### src/common/spio_pkg.sv
// constants, reset values and register offsets of the shared pin port
// assumes a 16-bit register word on a plain strobe port with 6 address bits
package spio_pkg;

	localparam int NPIN = 16;
	localparam int NCN = 21;
	localparam int NCN_HI = NCN - NPIN;
	localparam int NRP = 16;
	localparam int RPW = 5;
	localparam int AW = 6;
	localparam int DW = 16;
	localparam int LOCK_BIT = 6;

	// register word addresses
	localparam logic [AW-1:0] ADR_DIR = 6'h00;
	localparam logic [AW-1:0] ADR_LAT = 6'h01;
	localparam logic [AW-1:0] ADR_LVL = 6'h02;
	localparam logic [AW-1:0] ADR_ODC = 6'h03;
	localparam logic [AW-1:0] ADR_ANA = 6'h04;
	localparam logic [AW-1:0] ADR_CNEN = 6'h05;
	localparam logic [AW-1:0] ADR_CNEN_HI = 6'h06;
	localparam logic [AW-1:0] ADR_CNPU = 6'h07;
	localparam logic [AW-1:0] ADR_CNPU_HI = 6'h08;
	localparam logic [AW-1:0] ADR_OSC = 6'h09;
	// remap selects occupy 6'h10 to 6'h1F, one per remappable pin
	localparam logic [1:0] ADR_RP_PAGE = 2'h1;

	// values after reset
	localparam logic [DW-1:0] DIR_RST = 16'hFFFF;
	localparam logic [DW-1:0] LAT_RST = 16'h0000;
	localparam logic [DW-1:0] ODC_RST = 16'h0000;
	localparam logic [DW-1:0] ANA_RST = 16'h0000;
	localparam logic [DW-1:0] CN_RST = 16'h0000;
	localparam logic [NCN_HI-1:0] CN_HI_RST = 5'h00;
	localparam logic [RPW-1:0] RP_RST = 5'h00;
	localparam logic LOCK_RST = 1'b0;

	// which port bits exist, which share an output peripheral, which carry analog inputs
	localparam logic [NPIN-1:0] IMPL_MASK = 16'h7FFF;
	localparam logic [NPIN-1:0] PERIPH_MASK = 16'h0FFF;
	localparam logic [NPIN-1:0] ANA_MASK = 16'h00FF;

	// unlock keys for the remap write lock
	localparam logic [7:0] KEY1 = 8'h46;
	localparam logic [7:0] KEY2 = 8'h57;

	typedef enum logic [1:0] {
		UL_IDLE,
		UL_KEY1,
		UL_KEY2
	} spio_unlock_e;

endpackage

### src/common/spio_sync_if.sv
// carries synchronised pin levels and change events from the synchroniser to the port
// assumes both ends run on the same clock
interface spio_sync_if;
	logic [spio_pkg::NPIN-1:0] pin_lvl;
	logic [spio_pkg::NCN-1:0] cn_lvl;
	logic [spio_pkg::NCN-1:0] cn_en;
	logic cn_chg;

	modport syncer (
		output pin_lvl,
		output cn_lvl,
		output cn_chg,
		input cn_en
	);

	modport port (
		input pin_lvl,
		input cn_lvl,
		input cn_chg,
		output cn_en
	);
endinterface

### src/spio_sync.sv
// three-stage synchroniser for pad and change-notify inputs, with change detection
// assumes raw inputs are asynchronous to mclk_i
module spio_sync (
	// clock and reset
	input wire logic mclk_i,
	input wire logic rst_i,
	// raw inputs
	input wire logic [spio_pkg::NPIN-1:0] pad_i,
	input wire logic [spio_pkg::NCN-1:0] cn_pin_i,
	// toward the port
	spio_sync_if.syncer sif
);
	localparam int W = spio_pkg::NPIN + spio_pkg::NCN;

	logic [W-1:0] s1_q;
	logic [W-1:0] s2_q;
	logic [W-1:0] s3_q;
	logic [W-1:0] lvl_q;
	logic [W-1:0] lvl_d;
	logic [W-1:0] diff;
	logic chg_q;

	// s1 feeds only s2; a level is taken once s2 and s3 agree
	always_ff @(posedge mclk_i or posedge rst_i) begin
		if (rst_i) begin
			s1_q <= '0;
			s2_q <= '0;
			s3_q <= '0;
		end else begin
			s1_q <= {cn_pin_i, pad_i};
			s2_q <= s1_q;
			s3_q <= s2_q;
		end
	end

	always_comb begin
		lvl_d = (~(s2_q ^ s3_q) & s3_q) | ((s2_q ^ s3_q) & lvl_q);
		diff = lvl_d ^ lvl_q;
	end

	always_ff @(posedge mclk_i or posedge rst_i) begin
		if (rst_i) begin
			lvl_q <= '0;
		end else begin
			lvl_q <= lvl_d;
		end
	end

	// only enabled change-notify inputs raise the event
	always_ff @(posedge mclk_i or posedge rst_i) begin
		if (rst_i) begin
			chg_q <= 1'b0;
		end else begin
			chg_q <= |(diff[W-1:spio_pkg::NPIN] & sif.cn_en);
		end
	end

	assign sif.pin_lvl = lvl_q[spio_pkg::NPIN-1:0];
	assign sif.cn_lvl = lvl_q[W-1:spio_pkg::NPIN];
	assign sif.cn_chg = chg_q;
endmodule // spio_sync

### src/spio_port.sv
// shared pin parallel port: direction, latch, pin read, open drain, analog masking,
// change notification and the remap select table with its write lock
// assumes a plain strobe register port on mclk_i and asynchronous pads
//
// The implementer's own choices: strobed register access and the address map.
module spio_port (
	// clock and reset
	input wire logic mclk_i,
	input wire logic rst_i,
	// register port
	input wire logic [spio_pkg::AW-1:0] addr_i,
	input wire logic [spio_pkg::DW-1:0] wdata_i,
	input wire logic wr_i,
	input wire logic rd_i,
	output logic [spio_pkg::DW-1:0] rdata_o,
	// pads
	input wire logic [spio_pkg::NPIN-1:0] pad_i,
	output logic [spio_pkg::NPIN-1:0] pad_o,
	output logic [spio_pkg::NPIN-1:0] pad_oe_o,
	// sharing peripherals
	input wire logic [spio_pkg::NPIN-1:0] periph_en_i,
	input wire logic [spio_pkg::NPIN-1:0] periph_drive_i,
	input wire logic [spio_pkg::NPIN-1:0] periph_out_i,
	output logic [spio_pkg::NPIN-1:0] periph_in_o,
	output logic [spio_pkg::NPIN-1:0] analog_mode_o,
	// change notification
	input wire logic [spio_pkg::NCN-1:0] cn_pin_i,
	output logic [spio_pkg::NCN-1:0] cn_pullup_o,
	output logic cn_irq_o,
	// remap table
	output logic [spio_pkg::NRP*spio_pkg::RPW-1:0] remap_sel_o,
	output logic remap_lock_o
);

	logic [spio_pkg::DW-1:0] dir_q;
	logic [spio_pkg::DW-1:0] lat_q;
	logic [spio_pkg::DW-1:0] odc_q;
	logic [spio_pkg::DW-1:0] ana_q;
	logic [spio_pkg::DW-1:0] cnen_q;
	logic [spio_pkg::NCN_HI-1:0] cnen_hi_q;
	logic [spio_pkg::DW-1:0] cnpu_q;
	logic [spio_pkg::NCN_HI-1:0] cnpu_hi_q;
	logic [spio_pkg::RPW-1:0] rp_q [spio_pkg::NRP];
	logic lock_q;
	spio_pkg::spio_unlock_e ul_q;
	logic [spio_pkg::DW-1:0] rdata_q;
	logic [spio_pkg::DW-1:0] rdata_d;
	logic [spio_pkg::NPIN-1:0] pad_q;
	logic [spio_pkg::NPIN-1:0] pad_oe_q;
	logic [spio_pkg::NPIN-1:0] pin_in_q;
	logic [spio_pkg::NPIN-1:0] owns;
	logic [spio_pkg::NPIN-1:0] port_drv;
	logic [spio_pkg::NPIN-1:0] out_val;
	logic [spio_pkg::NPIN-1:0] lvl_rd;
	logic rp_hit;
	logic [3:0] rp_idx;

	spio_sync_if sif ();

	spio_sync u_sync (
		.mclk_i(mclk_i),
		.rst_i(rst_i),
		.pad_i(pad_i),
		.cn_pin_i(cn_pin_i),
		.sif(sif)
	);

	// bits that do not exist are stored as zero by latch and open-drain writes and read as zero from direction, latch and level
	function automatic logic [spio_pkg::DW-1:0] impl_only(input logic [spio_pkg::DW-1:0] v);
		impl_only = v & spio_pkg::IMPL_MASK;
	endfunction

	assign rp_hit = (addr_i[5:4] == spio_pkg::ADR_RP_PAGE);
	assign rp_idx = addr_i[3:0];

	// port registers
	always_ff @(posedge mclk_i or posedge rst_i) begin
		if (rst_i) begin
			dir_q <= spio_pkg::DIR_RST;
			lat_q <= spio_pkg::LAT_RST;
			odc_q <= spio_pkg::ODC_RST;
			ana_q <= spio_pkg::ANA_RST;
		end else if (wr_i) begin
			unique case (addr_i)
				spio_pkg::ADR_DIR: dir_q <= wdata_i;
				spio_pkg::ADR_LAT: lat_q <= impl_only(wdata_i);
				spio_pkg::ADR_LVL: lat_q <= impl_only(wdata_i);
				spio_pkg::ADR_ODC: odc_q <= impl_only(wdata_i);
				spio_pkg::ADR_ANA: ana_q <= wdata_i;
				default: ;
			endcase
		end
	end

	// change-notify enables and pull-ups
	always_ff @(posedge mclk_i or posedge rst_i) begin
		if (rst_i) begin
			cnen_q <= spio_pkg::CN_RST;
			cnen_hi_q <= spio_pkg::CN_HI_RST;
			cnpu_q <= spio_pkg::CN_RST;
			cnpu_hi_q <= spio_pkg::CN_HI_RST;
		end else if (wr_i) begin
			unique case (addr_i)
				spio_pkg::ADR_CNEN: cnen_q <= wdata_i;
				spio_pkg::ADR_CNEN_HI: cnen_hi_q <= wdata_i[spio_pkg::NCN_HI-1:0];
				spio_pkg::ADR_CNPU: cnpu_q <= wdata_i;
				spio_pkg::ADR_CNPU_HI: cnpu_hi_q <= wdata_i[spio_pkg::NCN_HI-1:0];
				default: ;
			endcase
		end
	end

	assign sif.cn_en = {cnen_hi_q, cnen_q};
	assign cn_pullup_o = {cnpu_hi_q, cnpu_q};
	// the event is already a registered one-cycle pulse from the synchroniser
	assign cn_irq_o = sif.cn_chg;

	// unlock sequence: any write elsewhere, or a wrong key, starts it over
	always_ff @(posedge mclk_i or posedge rst_i) begin
		if (rst_i) begin
			ul_q <= spio_pkg::UL_IDLE;
		end else if (wr_i) begin
			if (addr_i != spio_pkg::ADR_OSC) begin
				ul_q <= spio_pkg::UL_IDLE;
			end else begin
				unique case (ul_q)
					spio_pkg::UL_IDLE: begin
						ul_q <= (wdata_i[7:0] == spio_pkg::KEY1) ? spio_pkg::UL_KEY1 :
							spio_pkg::UL_IDLE;
					end
					spio_pkg::UL_KEY1: begin
						if (wdata_i[7:0] == spio_pkg::KEY2) begin
							ul_q <= spio_pkg::UL_KEY2;
						end else if (wdata_i[7:0] == spio_pkg::KEY1) begin
							ul_q <= spio_pkg::UL_KEY1;
						end else begin
							ul_q <= spio_pkg::UL_IDLE;
						end
					end
					spio_pkg::UL_KEY2: ul_q <= spio_pkg::UL_IDLE;
				endcase
			end
		end
	end

	// the lock stays put until the next full sequence
	always_ff @(posedge mclk_i or posedge rst_i) begin
		if (rst_i) begin
			lock_q <= spio_pkg::LOCK_RST;
		end else if (wr_i && addr_i == spio_pkg::ADR_OSC && ul_q == spio_pkg::UL_KEY2) begin
			lock_q <= wdata_i[spio_pkg::LOCK_BIT];
		end
	end

	// remap selects, guarded by the lock
	always_ff @(posedge mclk_i or posedge rst_i) begin
		if (rst_i) begin
			for (int i = 0; i < spio_pkg::NRP; i++) begin
				rp_q[i] <= spio_pkg::RP_RST;
			end
		end else if (wr_i && rp_hit && !lock_q) begin
			rp_q[rp_idx] <= wdata_i[spio_pkg::RPW-1:0];
		end
	end

	always_comb begin
		for (int i = 0; i < spio_pkg::NRP; i++) begin
			remap_sel_o[i*spio_pkg::RPW +: spio_pkg::RPW] = rp_q[i];
		end
	end

	assign remap_lock_o = lock_q;

	// pin ownership; pins outside the peripheral mask only have input sharers
	always_comb begin
		owns = periph_en_i & periph_drive_i & spio_pkg::PERIPH_MASK & spio_pkg::IMPL_MASK;
		port_drv = ~dir_q & ~owns & spio_pkg::IMPL_MASK;
		out_val = (owns & periph_out_i) | (~owns & lat_q);
	end

	// pad drive is registered, so a peripheral takeover lands one cycle late
	always_ff @(posedge mclk_i or posedge rst_i) begin
		if (rst_i) begin
			pad_q <= '0;
			pad_oe_q <= '0;
		end else begin
			pad_q <= out_val & ~odc_q;
			pad_oe_q <= (owns | port_drv) & ~(odc_q & out_val);
		end
	end

	assign pad_o = pad_q;
	assign pad_oe_o = pad_oe_q;
	assign analog_mode_o = spio_pkg::ANA_MASK & ~ana_q & spio_pkg::IMPL_MASK;

	// peripheral input sees the pad only when the port is not driving it
	always_ff @(posedge mclk_i or posedge rst_i) begin
		if (rst_i) begin
			pin_in_q <= '0;
		end else begin
			pin_in_q <= sif.pin_lvl & ~port_drv & ~analog_mode_o & spio_pkg::IMPL_MASK;
		end
	end

	assign periph_in_o = pin_in_q;

	// read path; analog pins read low, the converter still needs direction input
	always_comb begin
		lvl_rd = impl_only(sif.pin_lvl & ~analog_mode_o);
		rdata_d = '0;
		if (rp_hit) begin
			rdata_d[spio_pkg::RPW-1:0] = rp_q[rp_idx];
		end else begin
			unique case (addr_i)
				spio_pkg::ADR_DIR: rdata_d = impl_only(dir_q);
				spio_pkg::ADR_LAT: rdata_d = impl_only(lat_q);
				spio_pkg::ADR_LVL: rdata_d = lvl_rd;
				spio_pkg::ADR_ODC: rdata_d = odc_q;
				spio_pkg::ADR_ANA: rdata_d = ana_q;
				spio_pkg::ADR_CNEN: rdata_d = cnen_q;
				spio_pkg::ADR_CNEN_HI: rdata_d[spio_pkg::NCN_HI-1:0] = cnen_hi_q;
				spio_pkg::ADR_CNPU: rdata_d = cnpu_q;
				spio_pkg::ADR_CNPU_HI: rdata_d[spio_pkg::NCN_HI-1:0] = cnpu_hi_q;
				spio_pkg::ADR_OSC: rdata_d[spio_pkg::LOCK_BIT] = lock_q;
				default: rdata_d = '0;
			endcase
		end
	end

	always_ff @(posedge mclk_i or posedge rst_i) begin
		if (rst_i) begin
			rdata_q <= '0;
		end else begin
			rdata_q <= rd_i ? rdata_d : '0;
		end
	end

	assign rdata_o = rdata_q;
endmodule // spio_port

### config.mk
export PLATFORM = sky130hd
export DESIGN_NAME = spio_port
export DESIGN_NICKNAME = d
export VERILOG_FILES = /design/src/common/spio_pkg.sv /design/src/common/spio_sync_if.sv /design/src/spio_sync.sv /design/src/spio_port.sv
export SDC_FILE = /design/constraint.sdc
export NUM_CORES = 1
export LEC_CHECK = 0
export BUFFER_PORTS_ARGS = -buffer_cell sky130_fd_sc_hd__buf_2
export CORE_MARGIN = 2
export CORE_UTILIZATION = 35
export DETAILED_ROUTE_END_ITERATION = 12
export HOLD_SLACK_MARGIN = 0.02
export PLACE_DENSITY = 0.61
export SYNTH_ARGS = -nofsm -noshare
export SYNTH_HDL_FRONTEND = slang
export SYNTH_HIERARCHICAL = 1
export SYNTH_SLANG_ARGS = --single-unit
### constraint.sdc
create_clock -name mclk_i -period 8.9 [get_ports mclk_i]
set_clock_uncertainty 0.05 [all_clocks]
set_input_delay 0.445 -clock mclk_i [delete_from_list [all_inputs] [get_ports mclk_i]]
set_output_delay 0.445 -clock mclk_i [all_outputs]
set_load 0.01 [all_outputs]
==> metrics.cfg <==
[worst_setup_path]
reg2reg_depth=4
crit_required_ps=9280
cp-start-kind=primary input
cp-end-kind=register
crit_path_max_fanout=43
critPathKind=primary input to register
arrival_ps=3770

[cells_and_area]
fillCellCount=3976
final_cell_mix=377 x dfrtp_1, 269 x buf_2, 183 x mux2_2, 55 x nand2_1, 44 x clkbuf_16
area.growth.synth_to_final_pct=24.6
final_common_cell=dfrtp_1
fin_nets=1489
drive_gt1_share_pct=42.0

[floorplan]
ios=294
core_sq_um=43300
row_count=76
die_area_sq_um=45600
fp.dieH_microns=214
fp.dieW_microns=214
initial_core_util_pct=35.6

[sta]
fmax_ghz=0.295
relSlewSlack_pct=21.3
setup_tns_ps=0
hold_viol=0
finalSetupViolCount=0
drv_slew=0
finalWorstSetupSlack_ps=5510
tightest_slew_ps=1180
hold_slack_ps=78.7
rsz0062_at_grt=no
post-route-period-util_pct=38.1
fin_crit_ps=3390

[flow_run]
maxCapViolations=0

[synthesis]
synthesis.instances=1060
mappedNetlistArea_sq_um=15400
yosysWarnings=6
syn_avg_cell_area_sq_um=14.5

[grt]
antenna_found_initial=3
grt_pass1_vias=10313
overflow=0
grt_max_degree=96
grt_pass1_wl_microns=65600
grt_usage_pct=19.6

[routing]
drc=0
drtIter0Drc=741
wire_per_inst_microns=22.3
routed_wl_microns=44500
drt_pre_antenna_iters=7
antenna_left=0
detail_route.vias_per_cell=5.09
dr_total_vias=10169

[clock_network]
cts-root-buf=clkbuf_16
cts_buffers=44
ctsHoldBuffers=37
clkSlewWorstSetupHoldPaths_ps=60
cts_resized=0
max-clock-path-buffers=3
cts_setup_buffers=0
cts.sink_count=392
cts_htree_levels=2
clock_latency_ps=570
cts_tree=yes

[hold_path]
min_path_type=primary input to register
hold_path_depth=3

[power_and_ir_drop]
powerDensity_nw_per_um2=238
leakage_uw=0.00902
peakVddDrop_v=0.000144

[place]
numPortBuffers=269
hpwl_microns=29900
gp_congestion=0.816
pre_cts_slack_ps=5000

[status]
status=complete, no violations

==> through the flow <==
stage               std cells  util, %  power (uW)  instance area, sq um
floorplan                1070        -        2440                 15400
CTS                      1996     44.3        4620                 19200
finish                   1999     44.3        4560                 19200
global placement         1878     40.0        2690                 17300
global route             1999     44.3        4760                 19200
detailed placement       1878     40.0        2710                 17300
==> critical path: stages <==
cell and delay [ps]:
buf_2 100, buf_4 330, nor4_1 460, and2_1 880
nand2_1 970, mux2_2 560
==> routing by layer <==
layer / track usage, % / part of all wire, % / wire [microns]
met3: 4.69 / 6.6 / 2950
met4: 7.76 / 3.9 / 1750
met1: 25.8 / 42 / 18700
met2: 31.3 / 47 / 21100
met5: 0 / 0 / 0
==> cell type report <==
cell class	count	area [sq um]	share of cell area, %
Clock inverter	20	277	1.44
Antenna cell	3	7.51	0.0392
Clock buffer	61	1220	6.39
Tap cell	585	732	3.82
Multi-Input combinational cell	609	5260	27.4
Inverter	14	65.1	0.339
Timing Repair Buffer	315	1780	9.31
Sequential cell	392	9830	51.3
==> path summary, 6_finish.rpt <==
kind,startpoint,slack [ps],end
setup / recovery,addr_i[0],5510,ana_q[5]$_DFFE_PP0P_
hold / removal,periph_drive_i[7],80,periph_in_o[7]$_DFF_PP0_
setup reg to reg,remap_lock_o$_DFFE_PP0P_,6500,remap_sel_o[70]$_DFFE_PP0P_
hold reg to reg,u_sync/s1_q[30]$_DFF_PP0_,300,u_sync/s2_q[30]$_DFF_PP0_
max in group asynchronous,rst_i,6620,pad_o[0]$_DFF_PP0_
min in group asynchronous,rst_i,530,u_sync/s1_q[8]$_DFF_PP0_
==> power by group <==
group,switching (uW),internal [uW],leakage [uW]
Clock,740,1140,0.000743
Combinational,278,266,0.00340
Sequential,157,1980,0.00488
==> state kept, by name (all words and copies together), names as in the netlist, 2 cells and up, named ones only <==
name / count
pad_o: 15
cnpu_q: 16
pad_oe_o: 15
cnen_hi_q: 5
remap_sel_o: 80
u_sync/s3_q: 36
u_sync/s1_q: 36
cnpu_hi_q: 5
ana_q: 16
u_sync/lvl_q: 21
ul_q: 2
rdata_o: 16
lat_q: 15
periph_in_o: 15
dir_q: 15
odc_q: 15
cnen_q: 16
u_sync/s2_q: 36
Note: power is estimated with default switching activity, not from simulation.
